$ cat src/verilog/rtfr_regs.svh
`ifndef RTFR_REGS_SVH
`define RTFR_REGS_SVH

// Header dword 0 field positions
`define RTFR_FMT_HI         30
`define RTFR_FMT_LO         29
`define RTFR_TYPE_HI        28
`define RTFR_TYPE_LO        24
`define RTFR_TD_BIT         15
`define RTFR_EP_BIT         14
`define RTFR_NOSNOOP_BIT    12

// Packet type codes (type field, 5 bits)
`define RTFR_TYPE_MEM       5'h00
`define RTFR_TYPE_MEMLK     5'h01
`define RTFR_TYPE_IO        5'h02
`define RTFR_TYPE_CFG0      5'h04
`define RTFR_TYPE_CFG1      5'h05

// Message codes (header dword 1, low byte)
`define RTFR_MSG_UNLOCK     8'h00
`define RTFR_MSG_ATS_INV    8'h01
`define RTFR_MSG_PRG_RESP   8'h05
`define RTFR_MSG_PM_PME     8'h18
`define RTFR_MSG_PME_OFF    8'h19
`define RTFR_MSG_PME_ACK    8'h1b
`define RTFR_MSG_INT_BASE   8'h20
`define RTFR_MSG_INT_TOP    8'h27
`define RTFR_MSG_ERR_COR    8'h30
`define RTFR_MSG_ERR_NF     8'h31
`define RTFR_MSG_ERR_FATAL  8'h33

// Configuration space boundaries, dword addresses
`define RTFR_LEGACY_TOP     10'h040
`define RTFR_LEGACY_PTR_MIN 10'h02a
`define RTFR_LEGACY_PTR_MAX 10'h03f

// Receive check policy codes
`define RTFR_ECRC_OFF       2'h0
`define RTFR_ECRC_ALWAYS    2'h1
`define RTFR_ECRC_AER       2'h3

// Digest generator
`define RTFR_CRC_POLY       32'h04c11db7
`define RTFR_CRC_SEED       32'hffffffff

// Pull credits held at most
`define RTFR_NP_CREDIT_MAX  4'hf

`endif

$ cat src/verilog/rtfr_pkg.sv
package rtfr_pkg;

  typedef enum logic [2:0] {
    ST_HDR    = 3'b000,
    ST_DECIDE = 3'b001,
    ST_REPLAY = 3'b010,
    ST_PASS   = 3'b011,
    ST_DROP   = 3'b100,
    ST_FLUSH  = 3'b101
  } rtfr_state_t;

  typedef logic [1:0]  rtfr_ecrc_mode_t;
  typedef logic [31:0] rtfr_dword_t;
  typedef logic [9:0]  rtfr_cfg_addr_t;

endpackage

$ cat src/verilog/rtfr_fifo.sv
`timescale 1ns/1ps
module rtfr_fifo #(
  parameter int WIDTH = 34,
  parameter int DEPTH = 4
) (
  input  wire logic             clk,
  input  wire logic             reset,
  input  wire logic             inValid,
  output logic                  inReady,
  input  wire logic [WIDTH-1:0] inData,
  output logic                  outValid,
  input  wire logic             outReady,
  output logic      [WIDTH-1:0] outData
);
  localparam int AW = $clog2(DEPTH);

  logic [WIDTH-1:0] mem_q [DEPTH];
  logic [AW-1:0]    wrPtr_q;
  logic [AW-1:0]    rdPtr_q;
  logic [AW:0]      count_q;
  wire              wrFire = inValid && inReady;
  wire              rdFire = outValid && outReady;

  assign inReady  = (count_q != (AW+1)'(DEPTH));
  assign outValid = (count_q != '0);
  assign outData  = mem_q[rdPtr_q];

  always_ff @(posedge clk) begin
    if (wrFire) begin
      mem_q[wrPtr_q] <= inData;
    end
  end

  always_ff @(posedge clk) begin
    if (reset) begin
      wrPtr_q <= '0;
      rdPtr_q <= '0;
      count_q <= '0;
    end else begin
      if (wrFire) wrPtr_q <= (wrPtr_q == AW'(DEPTH-1)) ? '0 : wrPtr_q + 1'b1;
      if (rdFire) rdPtr_q <= (rdPtr_q == AW'(DEPTH-1)) ? '0 : rdPtr_q + 1'b1;
      count_q <= count_q + (AW+1)'(wrFire) - (AW+1)'(rdFire);
    end
  end
endmodule // rtfr_fifo

$ cat src/verilog/rtfr_ecrc.sv
`timescale 1ns/1ps
`include "rtfr_regs.svh"
module rtfr_ecrc (
  input  wire logic           clk,
  input  wire logic           reset,
  input  wire logic           wordFire,
  input  wire logic           wordSop,
  input  wire logic           wordEop,
  input  wire logic [31:0]    wordData,
  input  wire logic           checkOn,
  output logic                ecrcError
);
  import rtfr_pkg::*;

  rtfr_dword_t crc_q;
  logic        td_q;
  rtfr_dword_t crcIn;
  rtfr_dword_t crcNext;
  rtfr_dword_t seed;

  // Variant bits (type bit 0, poison) count as ones so a switch may alter them
  assign crcIn = wordSop ? (wordData | 32'h01004000) : wordData;
  assign seed  = wordSop ? `RTFR_CRC_SEED : crc_q;

  always_comb begin
    crcNext = seed;
    for (int i = 31; i >= 0; i--) begin
      crcNext = (crcNext[31] ^ crcIn[i]) ? ((crcNext << 1) ^ `RTFR_CRC_POLY) : (crcNext << 1);
    end
  end

  always_ff @(posedge clk) begin
    if (reset) begin
      crc_q     <= `RTFR_CRC_SEED;
      td_q      <= 1'b0;
      ecrcError <= 1'b0;
    end else begin
      ecrcError <= 1'b0;
      if (wordFire) begin
        if (wordSop) td_q <= wordData[`RTFR_TD_BIT];
        if (wordEop) begin
          ecrcError <= td_q && checkOn && (~crc_q != wordData);
        end else begin
          crc_q <= crcNext;
        end
      end
    end
  end
endmodule // rtfr_ecrc

$ cat src/verilog/rtfr_filter_router.sv
`timescale 1ns/1ps
`include "rtfr_regs.svh"
module rtfr_filter_router (
  input  wire logic                     clk,
  input  wire logic                     reset,
  // Receive packets from the link side, one dword a beat
  input  wire logic                     inValid,
  output logic                          inReady,
  input  wire logic [31:0]              inData,
  input  wire logic                     inEop,
  // Streaming receive interface towards the user
  output logic                          outValid,
  input  wire logic                     outReady,
  output logic      [31:0]              outData,
  output logic                          outSop,
  output logic                          outEop,
  // Configuration
  input  wire logic                     rootPort,
  input  wire logic                     legacyCfgEnable,
  input  wire rtfr_pkg::rtfr_cfg_addr_t legacyCfgPointer,
  input  wire logic                     extCfgEnable,
  input  wire rtfr_pkg::rtfr_cfg_addr_t extCfgPointer,
  input  wire logic                     rejectSnoop,
  input  wire rtfr_pkg::rtfr_ecrc_mode_t ecrcCheckMode,
  input  wire logic                     aerEcrcCheckEnable,
  input  wire logic                     trimDigest,
  input  wire logic                     suppressPoisonResp,
  input  wire logic                     messageRouting,
  input  wire logic                     invalidate_to_unsupported,
  input  wire logic                     page_group_response_to_unsupported,
  // Non-posted metering
  input  wire logic                     npPullMode,
  input  wire logic                     nonposted_pull_request,
  input  wire logic                     nonposted_accept_allowed,
  // Events, one-cycle pulses
  output logic                          urDetected,
  output logic                          cfgCompletedInside,
  output logic                          msgConsumedInside,
  output logic                          poisonedReport,
  output logic                          ecrcError
);
  import rtfr_pkg::*;

  rtfr_state_t state_q;
  rtfr_state_t state_d;
  rtfr_dword_t hdr_q [3];
  logic [1:0]  hdrCnt_q;
  logic [1:0]  rpCnt_q;
  logic        hdrEop_q;
  logic [3:0]  npCredit_q;
  rtfr_dword_t pend_q;
  logic        pendValid_q;
  logic        pendSop_q;
  logic        pendEop_q;
  logic        trim_q;

  // Header decode
  wire [1:0]   fmt      = hdr_q[0][`RTFR_FMT_HI:`RTFR_FMT_LO];
  wire [4:0]   tlpType  = hdr_q[0][`RTFR_TYPE_HI:`RTFR_TYPE_LO];
  wire [7:0]   msgCode  = hdr_q[1][7:0];
  wire         isMem    = (tlpType == `RTFR_TYPE_MEM) || (tlpType == `RTFR_TYPE_MEMLK);
  wire         isIo     = (tlpType == `RTFR_TYPE_IO);
  wire         isCfg    = (tlpType == `RTFR_TYPE_CFG0) || (tlpType == `RTFR_TYPE_CFG1);
  wire         isMsg    = (tlpType[4:3] == 2'b10);
  wire         isNp     = isCfg || isIo || (isMem && !fmt[1]);
  wire         poisoned = hdr_q[0][`RTFR_EP_BIT];
  wire         hasTd    = hdr_q[0][`RTFR_TD_BIT];
  wire rtfr_cfg_addr_t cfgAddr = hdr_q[2][11:2];

  // Config routing
  wire         legacyPtrOk = (legacyCfgPointer >= `RTFR_LEGACY_PTR_MIN) &&
                             (legacyCfgPointer <= `RTFR_LEGACY_PTR_MAX);
  wire         cfgLegacyUser = legacyCfgEnable && legacyPtrOk && (cfgAddr < `RTFR_LEGACY_TOP) &&
                               (cfgAddr >= legacyCfgPointer);
  wire         cfgExtUser = extCfgEnable && (cfgAddr >= `RTFR_LEGACY_TOP) &&
                            (cfgAddr >= extCfgPointer);
  wire         cfgToUser = cfgLegacyUser || cfgExtUser;

  // Message routing
  wire         msgEp  = (msgCode == `RTFR_MSG_UNLOCK) || (msgCode == `RTFR_MSG_PME_OFF);
  wire         msgInt = (msgCode >= `RTFR_MSG_INT_BASE) && (msgCode <= `RTFR_MSG_INT_TOP);
  wire         msgRp  = (msgCode == `RTFR_MSG_ERR_COR) || (msgCode == `RTFR_MSG_ERR_NF) ||
                        (msgCode == `RTFR_MSG_ERR_FATAL) || msgInt ||
                        (msgCode == `RTFR_MSG_PM_PME) || (msgCode == `RTFR_MSG_PME_ACK);
  wire         msgAtsInv = (msgCode == `RTFR_MSG_ATS_INV);
  wire         msgPrg    = (msgCode == `RTFR_MSG_PRG_RESP);
  wire         msgInside = rootPort ? (msgRp && !messageRouting)
                                    : (msgEp && !messageRouting);
  wire         msgUr = (msgAtsInv && invalidate_to_unsupported) ||
                       (msgPrg && page_group_response_to_unsupported);

  // Snoop rejection applies to memory requests only
  wire         snoopUr = rootPort && rejectSnoop && isMem && !hdr_q[0][`RTFR_NOSNOOP_BIT];

  wire         dropUr     = snoopUr || (isMsg && msgUr);
  wire         dropCfg    = isCfg && !cfgToUser;
  wire         dropMsg    = isMsg && !msgUr && msgInside;
  wire         dropAny    = dropUr || dropCfg || dropMsg;

  // Only one metering style is honoured at a time; the mode input picks it
  wire         npAllowed = npPullMode ? (npCredit_q != 4'h0) : nonposted_accept_allowed;
  wire         npBlocked = isNp && !npAllowed;
  wire         startPass = (state_q == ST_DECIDE) && !dropAny && !npBlocked;
  wire         npTake    = startPass && isNp && npPullMode;

  wire         checkOn = (ecrcCheckMode == `RTFR_ECRC_ALWAYS) ||
                         ((ecrcCheckMode == `RTFR_ECRC_AER) && aerEcrcCheckEnable);

  // Write stage: one dword held back so the trailing digest can be removed
  logic        fifoInReady;
  logic        wordValid;
  rtfr_dword_t wordData;
  logic        wordEop;
  logic        wordSop;
  wire         flushing   = (state_q == ST_FLUSH);
  wire         stageReady = !pendValid_q || fifoInReady;
  wire         wordFire   = wordValid && stageReady;
  wire         trimNow    = wordFire && wordEop && trim_q;
  wire         fifoWr     = pendValid_q && (wordValid || flushing);
  wire         fifoWrEop  = pendEop_q || trimNow;
  wire         flushDone  = flushing && (!pendValid_q || fifoInReady);

  wire         hdrFire  = (state_q == ST_HDR) && inValid;
  wire         passFire = (state_q == ST_PASS) && inValid && stageReady;
  wire         inFire   = inValid && inReady;

  assign inReady = (state_q == ST_HDR) || (state_q == ST_DROP) ||
                   ((state_q == ST_PASS) && stageReady);

  always_comb begin
    wordValid = 1'b0;
    wordData  = inData;
    wordEop   = inEop;
    wordSop   = 1'b0;
    if (state_q == ST_REPLAY) begin
      wordValid = 1'b1;
      wordData  = hdr_q[rpCnt_q];
      wordEop   = (rpCnt_q == 2'd2) && hdrEop_q;
      wordSop   = (rpCnt_q == 2'd0);
      if (rpCnt_q == 2'd0 && trim_q) begin
        wordData[`RTFR_TD_BIT] = 1'b0;
      end
    end else if (state_q == ST_PASS) begin
      wordValid = inValid;
    end
  end

  always_comb begin
    state_d = state_q;
    case (state_q)
      ST_HDR: begin
        if (hdrFire && (inEop || hdrCnt_q == 2'd2)) begin
          state_d = (hdrCnt_q == 2'd2) ? ST_DECIDE : ST_HDR;
        end
      end
      ST_DECIDE: begin
        if (dropAny) begin
          state_d = hdrEop_q ? ST_HDR : ST_DROP;
        end else if (!npBlocked) begin
          state_d = ST_REPLAY;
        end
      end
      ST_REPLAY: begin
        if (wordFire && rpCnt_q == 2'd2) begin
          state_d = hdrEop_q ? (trimNow ? ST_HDR : ST_FLUSH) : ST_PASS;
        end
      end
      ST_PASS: begin
        if (passFire && inEop) begin
          state_d = trimNow ? ST_HDR : ST_FLUSH;
        end
      end
      ST_DROP: begin
        if (inFire && inEop) begin
          state_d = ST_HDR;
        end
      end
      ST_FLUSH: begin
        if (flushDone) begin
          state_d = ST_HDR;
        end
      end
      default: state_d = ST_HDR;
    endcase
  end

  always_ff @(posedge clk) begin
    if (reset) begin
      state_q  <= ST_HDR;
      hdrCnt_q <= 2'd0;
      rpCnt_q  <= 2'd0;
      hdrEop_q <= 1'b0;
      trim_q   <= 1'b0;
    end else begin
      state_q <= state_d;
      if (hdrFire) begin
        hdrCnt_q <= (inEop || hdrCnt_q == 2'd2) ? 2'd0 : hdrCnt_q + 2'd1;
        hdrEop_q <= inEop;
      end
      if (state_q == ST_DECIDE) begin
        rpCnt_q <= 2'd0;
        trim_q  <= trimDigest && hasTd;
      end else if (state_q == ST_REPLAY && wordFire) begin
        rpCnt_q <= rpCnt_q + 2'd1;
      end
    end
  end

  always_ff @(posedge clk) begin
    if (hdrFire) begin
      hdr_q[hdrCnt_q] <= inData;
    end
  end

  // Credit count saturates; extra pulls beyond the ceiling are lost
  always_ff @(posedge clk) begin
    if (reset) begin
      npCredit_q <= 4'h0;
    end else if (nonposted_pull_request && !npTake && npCredit_q != `RTFR_NP_CREDIT_MAX) begin
      npCredit_q <= npCredit_q + 4'h1;
    end else if (npTake && !nonposted_pull_request) begin
      npCredit_q <= npCredit_q - 4'h1;
    end
  end

  always_ff @(posedge clk) begin
    if (reset) begin
      pend_q      <= 32'h00000000;
      pendValid_q <= 1'b0;
      pendSop_q   <= 1'b0;
      pendEop_q   <= 1'b0;
    end else if (wordFire) begin
      pend_q      <= wordData;
      pendValid_q <= !trimNow;
      pendSop_q   <= wordSop;
      pendEop_q   <= wordEop;
    end else if (flushDone) begin
      pendValid_q <= 1'b0;
    end
  end

  always_ff @(posedge clk) begin
    if (reset) begin
      urDetected         <= 1'b0;
      cfgCompletedInside <= 1'b0;
      msgConsumedInside  <= 1'b0;
      poisonedReport     <= 1'b0;
    end else begin
      urDetected         <= (state_q == ST_DECIDE) && dropUr;
      cfgCompletedInside <= (state_q == ST_DECIDE) && dropCfg && !dropUr;
      msgConsumedInside  <= (state_q == ST_DECIDE) && dropMsg && !dropUr;
      poisonedReport     <= (state_q == ST_DECIDE) && !npBlocked && poisoned &&
                            !suppressPoisonResp;
    end
  end

  rtfr_ecrc u_ecrc (
    .clk       (clk),
    .reset     (reset),
    .wordFire  (inFire),
    .wordSop   (hdrFire && hdrCnt_q == 2'd0),
    .wordEop   (inEop),
    .wordData  (inData),
    .checkOn   (checkOn),
    .ecrcError (ecrcError)
  );

  logic [33:0] fifoOut;

  rtfr_fifo #(
    .WIDTH (34),
    .DEPTH (4)
  ) u_fifo (
    .clk      (clk),
    .reset    (reset),
    .inValid  (fifoWr),
    .inReady  (fifoInReady),
    .inData   ({pendSop_q, fifoWrEop, pend_q}),
    .outValid (outValid),
    .outReady (outReady),
    .outData  (fifoOut)
  );

  assign outSop  = fifoOut[33];
  assign outEop  = fifoOut[32];
  assign outData = fifoOut[31:0];
endmodule // rtfr_filter_router

$ cat config.mk
export PLATFORM = sky130hd
export DESIGN_NAME = rtfr_filter_router
export DESIGN_NICKNAME = d
export VERILOG_FILES = /design/src/verilog/rtfr_pkg.sv /design/src/verilog/rtfr_fifo.sv /design/src/verilog/rtfr_ecrc.sv /design/src/verilog/rtfr_filter_router.sv
export VERILOG_INCLUDE_DIRS = /design/src /design/src/verilog
export SDC_FILE = /design/constraint.sdc
export NUM_CORES = 1
export LEC_CHECK = 0
export BUFFER_PORTS_ARGS = -buffer_cell sky130_fd_sc_hd__buf_2
export CORE_MARGIN = 4
export CORE_UTILIZATION = 50
export CTS_CLUSTER_DIAMETER = 120
export DETAILED_ROUTE_END_ITERATION = 7
export PLACE_DENSITY_LB_ADDON = 0.3
export REMOVE_ABC_BUFFERS = 1
export SKIP_LAST_GASP = 1
export SYNTH_ARGS = -nofsm -noshare
export SYNTH_HDL_FRONTEND = slang
export SYNTH_SLANG_ARGS = --single-unit
export TNS_END_PERCENT = 20
$ cat constraint.sdc
create_clock -name clk -period 12.3 [get_ports clk]
set_input_delay 2.46 -clock clk [delete_from_list [all_inputs] [get_ports clk]]
set_output_delay 2.46 -clock clk [all_outputs]
set_load 0.01 [all_outputs]
==> results.yml, run 1 <==
sta:
  max-slew-margin-rel_pct: 20.3
  whs_ns: 0.478
  clock-skew-final_ns: 0.0259
  finalSetupViolations: 0
  final_setup_tns_ns: 0
  final_hold_viol_count: 0
  worstMarginPinSlew_ns: 1.18
  clock.fmax_mhz: 161
  fin_crit_sh_pct: 50.5
  finalWorstPathRequiredPeriod_ns: 6.22
  final-max-slew-violation-count: 0
  rsz0062_at_grt: "no"
cts:
  clock_pin_slew_worst_setup_and_hold_paths_ns: 0.06
  tritoncts.num_buffers: 39
  clock_latency_ns: 0.57
  clk_path_buf_depth: 3
  tritoncts_clock_tree: "built"
  cts_repair_resize_count: 0
  cts_max_level: 2
  cts_setup_buffers: 0
  numClockSinks: 361
  cts.root.buffer_cell: "sky130_fd_sc_hd__clkbuf_16"
  ctsHoldBuffers: 0
detailed_routing:
  vias: 11200
  vias_per_cell: 5.48
  drt_drc_violations_left: 0
  wl_per_cell_um: 22.5
  detail-route-antenna-nets: 0
  drt_first_pass_iters: 7
  routed_wirelength_um: 46000
  drt_iter0_drc: 756
synth:
  synth_largest_type_area_fraction_pct: 42.1
  postSynthRegisterBits: 361
  synth_ff_type: "sky130_fd_sc_hd__edfxtp_1"
  post_synth_edffs: 264
  async_flop_share_pct: 0
  post_synth_instance_area_mm2: 0.0188
  synthCells: 1415
  yosys.cell_types.count: 66
  synth_sequential_area_ratio_pct: 52.4
  yosys_warnings: 0
  synth_largest_area_cell: "sky130_fd_sc_hd__edfxtp_1"
  post_synth.cell_area_avg_um2: 13.3
  top_cells_by_area_in_the_synthesized_netlist: "sky130_fd_sc_hd__edfxtp_1 (42%), sky130_fd_sc_hd__xnor2_1 (12%), sky130_fd_sc_hd__dfxtp_1 (10%), sky130_fd_sc_hd__mux4_2 (7.9%), sky130_fd_sc_hd__xor2_1 (4.3%)"
finish:
  design.final.nets: 1619
  finish.instance_area_mm2: 0.0211
  layout-drive-gt1-share_pct: 20.3
  fin_util_pct: 57.1
  syn2layout_area_growth_pct: 11.9
floorplan:
  floorplan.rows: 70
  die_w_um: 202
  die_height_um: 202
  floorplan.core_area_mm2: 0.0369
  initial_utilization_pct: 51.0
  io-pin-count: 113
  dieArea_mm2: 0.0408
placed_design:
  placement.io_buffers: 112
  dpl.hpwl_um: 32100
  gp_congestion: 0.960
  area_of_placed_instances_mm2: 0.0198
critical_path:
  worstSetupPathType: "input pin to register"
  worst_ep_required_time_ns: 12.72
  end_kind: "register"
  cp.arrival_ns: 6.64
  worst-path-max-fanout: 31
  startpoint_type: "input pin"
global_routing:
  pin_count_of_the_biggest_net_entering_global_routing: 65
  via_count_of_the_first_global_routing_pass: 11300
  global_route.overflow_total: 0
  grt_pass1_wl_um: 69900
  grt_antenna_before_repair: 4
  groute.usage.overall_pct: 22.4
run_status:
  result_of_the_run: "completed"
flow_run:
  maxCapViolCount: 0
min_path:
  hold_path.class: "register to register"
metrics by stage:
stage                     setup WS (ns)  cells
final                              6.08   2046
after detailed placement           5.57   1973
after global placement             5.66   1973
after floorplan                    5.60   1340
after CTS                          6.15   2043
after global routing               5.70   2046
cells in the mapped netlist (7+ instances only):
cell type and number:
sky130_fd_sc_hd__buf_2 10, sky130_fd_sc_hd__o21ai_0 10, sky130_fd_sc_hd__ha_1 35, sky130_fd_sc_hd__nor2_1 83, sky130_fd_sc_hd__mux2i_1 13, sky130_fd_sc_hd__xor2_1 92
sky130_fd_sc_hd__buf_1 11, sky130_fd_sc_hd__nand4_1 11, sky130_fd_sc_hd__dfxtp_1 97, sky130_fd_sc_hd__clkbuf_1 43, sky130_fd_sc_hd__and2_1 10, sky130_fd_sc_hd__xnor2_2 29
sky130_fd_sc_hd__a21o_1 15, sky130_fd_sc_hd__a21oi_1 33, sky130_fd_sc_hd__mux4_2 66, sky130_fd_sc_hd__a311oi_1 32, sky130_fd_sc_hd__edfxtp_1 264, sky130_fd_sc_hd__o211ai_1 16
sky130_fd_sc_hd__xnor2_1 252, sky130_fd_sc_hd__inv_1 36, sky130_fd_sc_hd__nor3_1 12, sky130_fd_sc_hd__nand2_1 132, sky130_fd_sc_hd__nand3_1 9, sky130_fd_sc_hd__buf_4 7
path summary, 6_finish.rpt:
| path | start | endpoint | slack [ns] | cells after the start |
|---|---|---|---|---|
| hold reg to reg | u_fifo.rdPtr_q[1] | u_fifo.rdPtr_q[1] | 0.48 | 2 |
| setup reg to reg | state_q[0] | u_ecrc.crc_q[5] | 7.50 | 15 |
| setup / recovery | inValid | u_ecrc.crc_q[5] | 6.08 | 16 |
| hold / removal | u_fifo.rdPtr_q[1] | u_fifo.rdPtr_q[1] | 0.48 | 2 |
layout make-up:
cell class	count	area [um^2]
clock inverters	21	214
diodes	3	7.51
inverters	38	143
flip-flops and latches	361	9870
multi-input cells	941	8470
well taps	504	631
fillers	2965	15800
repair buffers	129	688
clock buffers	49	1020
cells in the final DEF (no fill, tap or decap), types with 4 or more instances in the layout:
cell type and count:
sky130_fd_sc_hd__mux2i_1 13, sky130_fd_sc_hd__clkbuf_16 39, sky130_fd_sc_hd__nor3_1 12, sky130_fd_sc_hd__nand3_1 9, sky130_fd_sc_hd__inv_1 36, sky130_fd_sc_hd__xor2_2 6, sky130_fd_sc_hd__xnor3_2 5, sky130_fd_sc_hd__buf_4 17
sky130_fd_sc_hd__clkbuf_1 9, sky130_fd_sc_hd__nand4_1 11, sky130_fd_sc_hd__xor2_1 92, sky130_fd_sc_hd__xnor3_1 6, sky130_fd_sc_hd__buf_2 112, sky130_fd_sc_hd__o21ai_0 10, sky130_fd_sc_hd__a21oi_1 33, sky130_fd_sc_hd__nor2_1 82
sky130_fd_sc_hd__clkinv_1 6, sky130_fd_sc_hd__a311oi_1 32, sky130_fd_sc_hd__nor4_1 6, sky130_fd_sc_hd__a21o_1 15, sky130_fd_sc_hd__xor2_4 5, sky130_fd_sc_hd__and2_1 9, sky130_fd_sc_hd__mux4_2 66, sky130_fd_sc_hd__ha_1 35
sky130_fd_sc_hd__nor2b_1 4, sky130_fd_sc_hd__nand2_1 132, sky130_fd_sc_hd__clkinv_2 4, sky130_fd_sc_hd__o211ai_1 16, sky130_fd_sc_hd__xnor2_1 252, sky130_fd_sc_hd__xnor2_4 4, sky130_fd_sc_hd__nand2b_1 6, sky130_fd_sc_hd__xnor2_2 29
sky130_fd_sc_hd__a211o_1 5, sky130_fd_sc_hd__inv_6 4, sky130_fd_sc_hd__dfxtp_1 95, sky130_fd_sc_hd__edfxtp_1 264
per-layer routing:
metal	wire, um	GRT usage (%)	part of all wire, %	vias up
li1	-	-	-	5228
met1	19000	29.6	41	5582
met2	23000	37.9	50	329
met3	2520	3.45	5.5	74
met4	1500	7.89	3.3	0
met5	0	0	0	-
state kept, by name (all words and copies together) (netlist names), named ones only:
register and cells:
cfgCompletedInside 1, hdrCnt_q 2, hdrEop_q 1, hdr_q 128, msgConsumedInside 1, npCredit_q 4
pendEop_q 1, pendSop_q 1, pendValid_q 1, pend_q 32, poisonedReport 1, rpCnt_q 2
state_q 3, trim_q 1, u_ecrc.crc_q 32, u_ecrc.ecrcError 1, u_ecrc.td_q 1, u_fifo.count_q 3
u_fifo.mem_q 136, u_fifo.rdPtr_q 2, u_fifo.wrPtr_q 2, urDetected 1
critical path, cell delays in order:
cell                      delay [ns]
sky130_fd_sc_hd__buf_2          0.12
sky130_fd_sc_hd__nor4b_2        0.73
sky130_fd_sc_hd__nand2_1        0.11
sky130_fd_sc_hd__buf_4          0.27
sky130_fd_sc_hd__inv_2          0.40
sky130_fd_sc_hd__nor2_1         0.13
sky130_fd_sc_hd__xnor2_1        0.49
sky130_fd_sc_hd__xnor2_1        0.18
sky130_fd_sc_hd__xnor2_2        0.36
sky130_fd_sc_hd__xnor2_2        0.22
sky130_fd_sc_hd__xnor2_2        0.43
sky130_fd_sc_hd__xnor2_1        0.23
sky130_fd_sc_hd__xnor2_1        0.14
sky130_fd_sc_hd__xnor2_1        0.15
sky130_fd_sc_hd__mux2i_1        0.13
sky130_fd_sc_hd__nand2_1        0.06
cells by family (layout without fill, tap and decap cells):
logic type,count (synthesis),count (layout),synth area share (%)
AO/OA/AOI/OAI,134,134,5.05
XOR/XNOR,401,401,22.0
adder cells (fa/ha/maj),37,37,2.54
buffers and inverters,113,237,2.62
flip-flops,361,361,52.4
multiplexers,80,80,8.65
other,0,3,0
AND/OR/NAND/NOR,289,289,6.74
Power of run 1 is not shown: default switching activity piles up to over one toggle a cycle in this logic, so the estimate is an artifact.
==> run 2, diff against run 1 <==
ABC_AREA = 1   (was unset)
clock period = 5.75 ns   (was 12.3 ns; I/O delays follow)
==> run 2 against run 1 <==
Against the previous run:
- synthesized cell count increased by 67%
- final cell count increased by 48%
- routed wire length grew 33%
- hold slack got worse by 0.011 ns
- sequential share of layout area is 2.8 points lower
- clock-buffer cell count up 3
- synthesized area increased by 5.9%
- setup slack worse by 5.2 ns
- design area grew 6.3%
- die area grew 5.7%
- clock skew is 0.0020 ns higher
- highest routed layer unchanged
==> results.yml, run 2 <==
critical_path:
  worst_ep_required_time_ns: 6.17
  end_kind: "register"
  worstSetupPathType: "input pin to register"
  startpoint_type: "input pin"
  worst-path-max-fanout: 15
  cp.arrival_ns: 5.34
detailed_routing:
  drt-met1-wl_um: 25500
  routed_wirelength_um: 61000
  vias: 16900
  route.met2.wl_um: 29000
  drt_drc_violations_left: 0
  drt_iter0_drc: 1653
  vias_per_cell: 5.61
  detail-route-antenna-nets: 0
  drt_first_pass_iters: 6
  wl_met3_um: 3830
  topRoutingLayerUsed: "met4"
  wl_per_cell_um: 20.2
finish:
  largestRegisters: "u_fifo.mem_q x136, hdr_q x128"
  final_cell_mix: "sky130_fd_sc_hd__nand2_1 (580), sky130_fd_sc_hd__edfxtp_1 (264), sky130_fd_sc_hd__o21ai_0 (238)"
  largest_register_ffs: 136
  design.final.nets: 2580
  syn2layout_area_growth_pct: 12.3
  layout-drive-gt1-share_pct: 13.6
  commonest_non_fill_non_tap_cell_in_the_layout: "sky130_fd_sc_hd__nand2_1"
  top_register: "u_fifo.mem_q"
placed_design:
  gp_congestion: 1.06
  dpl.hpwl_um: 45100
  dpl_worst_slack_ns: 0.314
  placement.io_buffers: 112
global_routing:
  pin_count_of_the_biggest_net_entering_global_routing: 70
  global_route.overflow_total: 0
  via_count_of_the_first_global_routing_pass: 15700
  grt_pass1_wl_um: 92200
  groute.usage.overall_pct: 27.2
  grt_antenna_before_repair: 2
synth:
  yosys.cell_types.count: 51
  async_flop_share_pct: 0
  synth_sequential_area_ratio_pct: 49.5
  synth_top_family_by_area: "simple AND/OR/NAND/NOR gates"
  yosysMostFrequentCell: "sky130_fd_sc_hd__nand2_1"
  multiplexer_fraction_of_the_synthesized_cell_area_pct: 0
  synth_largest_type_area_fraction_pct: 39.8
  synth_simple_gate_area_share_pct: 24.4
  post_synth.cell_area_avg_um2: 8.42
  synth_largest_area_cell: "sky130_fd_sc_hd__edfxtp_1"
  post_synth_instance_area_mm2: 0.0199
  synthCells: 2369
  compound_cell_area_share_of_the_yosys_netlist_pct: 11.8
  postSynthRegisterBits: 361
  top_cells_by_area_in_the_synthesized_netlist: "sky130_fd_sc_hd__edfxtp_1 (40%), sky130_fd_sc_hd__nand2_1 (11%), sky130_fd_sc_hd__dfxtp_1 (9.7%), sky130_fd_sc_hd__o21ai_0 (6.0%), sky130_fd_sc_hd__nor2_1 (4.5%)"
  yosys.area_share.adder_pct: 2.40
  yosys_warnings: 0
  ys_top_cells_by_count: "sky130_fd_sc_hd__nand2_1 (580), sky130_fd_sc_hd__edfxtp_1 (264), sky130_fd_sc_hd__nor2_1 (241)"
  post_synth_edffs: 264
  synth_ff_type: "sky130_fd_sc_hd__edfxtp_1"
  synth-xor-area-share_pct: 6.28
flow_run:
  maxCapViolCount: 0
sta:
  final_setup_tns_ns: 0
  finalSetupViolations: 0
  final_hold_viol_count: 0
  rsz0062_at_grt: "no"
  clock-skew-final_ns: 0.0279
  max-slew-margin-rel_pct: 22.9
  clock.fmax_mhz: 203
  setup_slack_ns: 0.835
  finalWorstPathRequiredPeriod_ns: 4.92
  worstMarginPinSlew_ns: 1.15
  final-max-slew-violation-count: 0
  fin_crit_sh_pct: 85.5
cts:
  cts_max_level: 2
  clock_latency_ns: 0.54
  clock_pin_slew_worst_setup_and_hold_paths_ns: 0.06
  clk_path_buf_depth: 3
  numClockSinks: 361
  cts_repair_resize_count: 0
  tritoncts_clock_tree: "built"
  tritoncts.num_buffers: 38
  cts.root.buffer_cell: "sky130_fd_sc_hd__clkbuf_16"
  ctsHoldBuffers: 0
  cts_setup_buffers: 0
floorplan:
  io-pin-count: 113
  die_height_um: 208
  dieArea_mm2: 0.0431
  die_w_um: 208
  initial_utilization_pct: 51.1
  floorplan.core_area_mm2: 0.0390
  floorplan.rows: 72
min_path:
  hold_path.class: "register to register"
run_status:
  result_of_the_run: "completed"
[run 2: cell count changes in the layout (fill, tap and decap cells not counted), moves of 65 or more]
cell	before	now
sky130_fd_sc_hd__nand2_1	132	580
sky130_fd_sc_hd__o21ai_0	10	238
sky130_fd_sc_hd__xnor2_1	252	29
sky130_fd_sc_hd__inv_1	36	197
sky130_fd_sc_hd__nor2_1	82	231
sky130_fd_sc_hd__nand3_1	9	154
sky130_fd_sc_hd__mux4_2	66	0
sky130_fd_sc_hd__o22ai_1	1	66
[run 2: layout make-up]
| cell class | count | area [um^2] |
|---|---|---|
| fill | 3448 | 16600 |
| clock buffer | 52 | 1100 |
| multi-input combinational | 1717 | 8990 |
| antenna | 2 | 5.00 |
| clock inverter | 15 | 199 |
| sequential | 361 | 9870 |
| tap | 518 | 648 |
| inverter | 215 | 810 |
| timing repair buffer | 138 | 756 |
[run 2: through the flow]
step | cells | hold slack (ns) | util (%) | cell area, um^2
6_report | 3018 | 0.467 | 57.4 | 22400
5_1_grt | 3018 | 0.520 | 57.4 | 22400
4_1_cts | 3016 | 0.466 | 57.4 | 22400
3_5_place_dp | 2949 | 0.456 | 54.0 | 21100
3_3_place_gp | 2949 | 0.453 | 54.0 | 21100
2_1_floorplan | 2293 | 0.439 | - | 19600
[run 2: worst paths after layout]
path,startpoint,to,cells past startpoint,slack [ns]
worst max register to register,hdrCnt_q[0],u_ecrc.crc_q[8],25,0.94
worst min register to register,pendEop_q,pendEop_q,2,0.47
worst min-delay path,pendEop_q,pendEop_q,2,0.47
worst max-delay path,inValid,u_ecrc.crc_q[8],25,0.83
[run 2: cells by family (layout without fill, tap and decap cells)]
family,Yosys count,in the layout
xor gates and xnor gates,134,134
other,0,2
DFF,361,361
AOI/OAI and AO/OA,434,434
buffers and inverters,291,420
and+or+nand+nor,1112,1112
adders and majority gates,37,37
[run 2: metal layers]
| layer | up-vias | GRT usage [%] |
|---|---|---|
| met4 | 0 | 10.6 |
| met5 | - | 0 |
| met3 | 129 | 3.34 |
| li1 | 8143 | - |
| met2 | 608 | 45.8 |
| met1 | 8043 | 36.2 |
[run 2: critical path, stage by stage]
cell                      delay (ns)
sky130_fd_sc_hd__buf_2          0.15
sky130_fd_sc_hd__nand3_2        0.31
sky130_fd_sc_hd__nor2_4         0.42
sky130_fd_sc_hd__nand2_1        0.13
sky130_fd_sc_hd__nand2_1        0.33
sky130_fd_sc_hd__nand2_1        0.12
sky130_fd_sc_hd__nand2_2        0.16
sky130_fd_sc_hd__nand2_1        0.11
sky130_fd_sc_hd__nand2_1        0.10
sky130_fd_sc_hd__nand2_2        0.07
sky130_fd_sc_hd__nand2_2        0.13
sky130_fd_sc_hd__nand2_1        0.08
sky130_fd_sc_hd__nand2_1        0.06
sky130_fd_sc_hd__nand2_1        0.07
sky130_fd_sc_hd__nand2_2        0.18
sky130_fd_sc_hd__nand2_1        0.10
sky130_fd_sc_hd__nand3_1        0.15
sky130_fd_sc_hd__nand2_2        0.14
sky130_fd_sc_hd__inv_1          0.19
sky130_fd_sc_hd__nand2_1        0.14
sky130_fd_sc_hd__nand2_1        0.28
sky130_fd_sc_hd__xor2_1         0.38
sky130_fd_sc_hd__nand2_1        0.16
sky130_fd_sc_hd__nand4_1        0.11
sky130_fd_sc_hd__nand3_1        0.07
Power of run 2 is left out for the same reason.
==> run 3, diff against run 2 <==
CORE_ASPECT_RATIO = 0.5   (was unset)
CTS_CLUSTER_SIZE = 14   (was unset)
==> run 3 against run 2 <==
Against the previous run:
- non-clock buffer count is 8 lower
- fmax up 4.0%
- clock skew rose by 0.0024 ns
- critical path depth stayed put
- register-to-register slack improved by 0.12 ns
- hold slack improved by 0.013 ns
- flip-flop and latch count unchanged
- via count down 1.6%
- first-iteration DRC count up 10%
- global-route usage fell by 0.41 points
- design area decreased by 2.3%
- highest routed layer unchanged
==> results.yml, run 3 (synthesis gave the netlist of run 2 again) <==
placed_design:
  area_of_placed_instances_mm2: 0.0210
  placement.io_buffers: 112
  gp_congestion: 0.977
  numPlacedInstances: 2953
  dpl.hpwl_um: 42400
sta:
  final_setup_tns_ns: 0
  finalSetupViolations: 0
  fin_crit_sh_pct: 82.2
  whs_ns: 0.480
  rsz0062_at_grt: "no"
  finalWorstPathRequiredPeriod_ns: 4.73
  worstMarginPinSlew_ns: 1.14
  final_hold_viol_count: 0
  clock-skew-final_ns: 0.0303
  max-slew-margin-rel_pct: 24.0
  clock.fmax_mhz: 212
  final-max-slew-violation-count: 0
cts:
  ctsHoldBuffers: 0
  numClockSinks: 361
  clk_path_buf_depth: 3
  cts_repair_resize_count: 0
  cts_setup_buffers: 0
  clock_pin_slew_worst_setup_and_hold_paths_ns: 0.08
  tritoncts_clock_tree: "built"
  tritoncts.num_buffers: 29
  clock_latency_ns: 0.59
  cts.root.buffer_cell: "sky130_fd_sc_hd__clkbuf_16"
  cts_max_level: 1
critical_path:
  cp_num_buf_inv: 3
  startpoint: "inValid"
  beginning_of_the_worst_register_to_register_path: "hdrCnt_q[0]"
  worst_path_dominant_cell_family: "simple AND/OR/NAND/NOR gates"
  worstSetupPathType: "input pin to register"
  dominant_cell_type_by_count_on_the_critical_path: "sky130_fd_sc_hd__nand2_1"
  cp.arrival_ns: 5.21
  worst-path-max-fanout: 36
  cpPeakStageDelay_ns: 0.52
  end_kind: "register"
  startpoint_type: "input pin"
  worst_ep_required_time_ns: 6.23
  slowest_stage: "sky130_fd_sc_hd__nand4_4"
floorplan:
  initial_utilization_pct: 51.0
  floorplan.rows: 51
  die_height_um: 149
  io-pin-count: 113
  dieArea_mm2: 0.0433
  floorplan.core_area_mm2: 0.0391
  die_w_um: 290
min_path:
  hp-start: "pendEop_q"
  hold_path.class: "register to register"
finish:
  fin_cells: 3006
  top_register: "u_fifo.mem_q"
  design.final.nets: 2563
  n_antenna_cell: 0
  final_cell_mix: "sky130_fd_sc_hd__nand2_1 (580), sky130_fd_sc_hd__edfxtp_1 (264), sky130_fd_sc_hd__o21ai_0 (238)"
  layout-drive-gt1-share_pct: 12.2
  commonest_non_fill_non_tap_cell_in_the_layout: "sky130_fd_sc_hd__nand2_1"
  finish.instance_area_mm2: 0.0219
  largestRegisters: "u_fifo.mem_q x136, hdr_q x128"
  syn2layout_area_growth_pct: 9.75
  largest_register_ffs: 136
global_routing:
  groute.usage.overall_pct: 26.8
  pin_count_of_the_biggest_net_entering_global_routing: 70
  grt_pass1_wl_um: 90600
  via_count_of_the_first_global_routing_pass: 15100
  grt_antenna_before_repair: 0
  global_route.overflow_total: 0
detailed_routing:
  drt_drc_violations_left: 0
  routed_wirelength_um: 59100
  drt_first_pass_iters: 6
  drt_iter0_drc: 1823
  vias_per_cell: 5.54
  vias: 16600
  detail-route-antenna-nets: 0
  wl_per_cell_um: 19.7
run_status:
  result_of_the_run: "completed"
flow_run:
  maxCapViolCount: 0
-- run 3: final cells by class --
cell class | instances | area (um^2)
Timing Repair Buffer | 130 | 696
Inverter | 215 | 810
Sequential cell | 361 | 9870
Clock inverter | 2 | 25.0
Fill cell | 3562 | 17200
Multi-Input combinational cell | 1717 | 9010
Tap cell | 530 | 663
Clock buffer | 51 | 808
-- run 3: tightest hold or removal path: stages (launching register included) --
cell                      delay [ns]
sky130_fd_sc_hd__dfxtp_1        0.31
sky130_fd_sc_hd__nand2_1        0.06
sky130_fd_sc_hd__a21oi_1        0.06
-- run 3: layer usage --
| metal | share of wire (%) | wire (um) | global-route usage (%) | vias up |
|---|---|---|---|---|
| li1 | - | - | - | 8100 |
| met1 | 46 | 26900 | 39.7 | 7871 |
| met2 | 45 | 26400 | 42.3 | 596 |
| met3 | 7.5 | 4420 | 3.53 | 78 |
| met4 | 2.4 | 1400 | 6.11 | 0 |
| met5 | 0 | 0 | 0 | - |
-- run 3: final timing paths --
check / end / cells after the start / slack, ns
setup reg to reg: u_ecrc.crc_q[8] / 26 / 1.06
hold reg to reg: pendEop_q / 2 / 0.48
hold / removal: pendEop_q / 2 / 0.48
setup / recovery: u_ecrc.crc_q[8] / 25 / 1.02
-- run 3: through the flow --
step	utilization [%]	setup WS (ns)
6_report	55.9	1.02
5_1_grt	55.9	0.707
4_1_cts	55.9	1.17
3_5_place_dp	53.8	0.556
3_3_place_gp	53.8	0.481
2_1_floorplan	-	1.31
Power of run 3 is left out for the same reason.
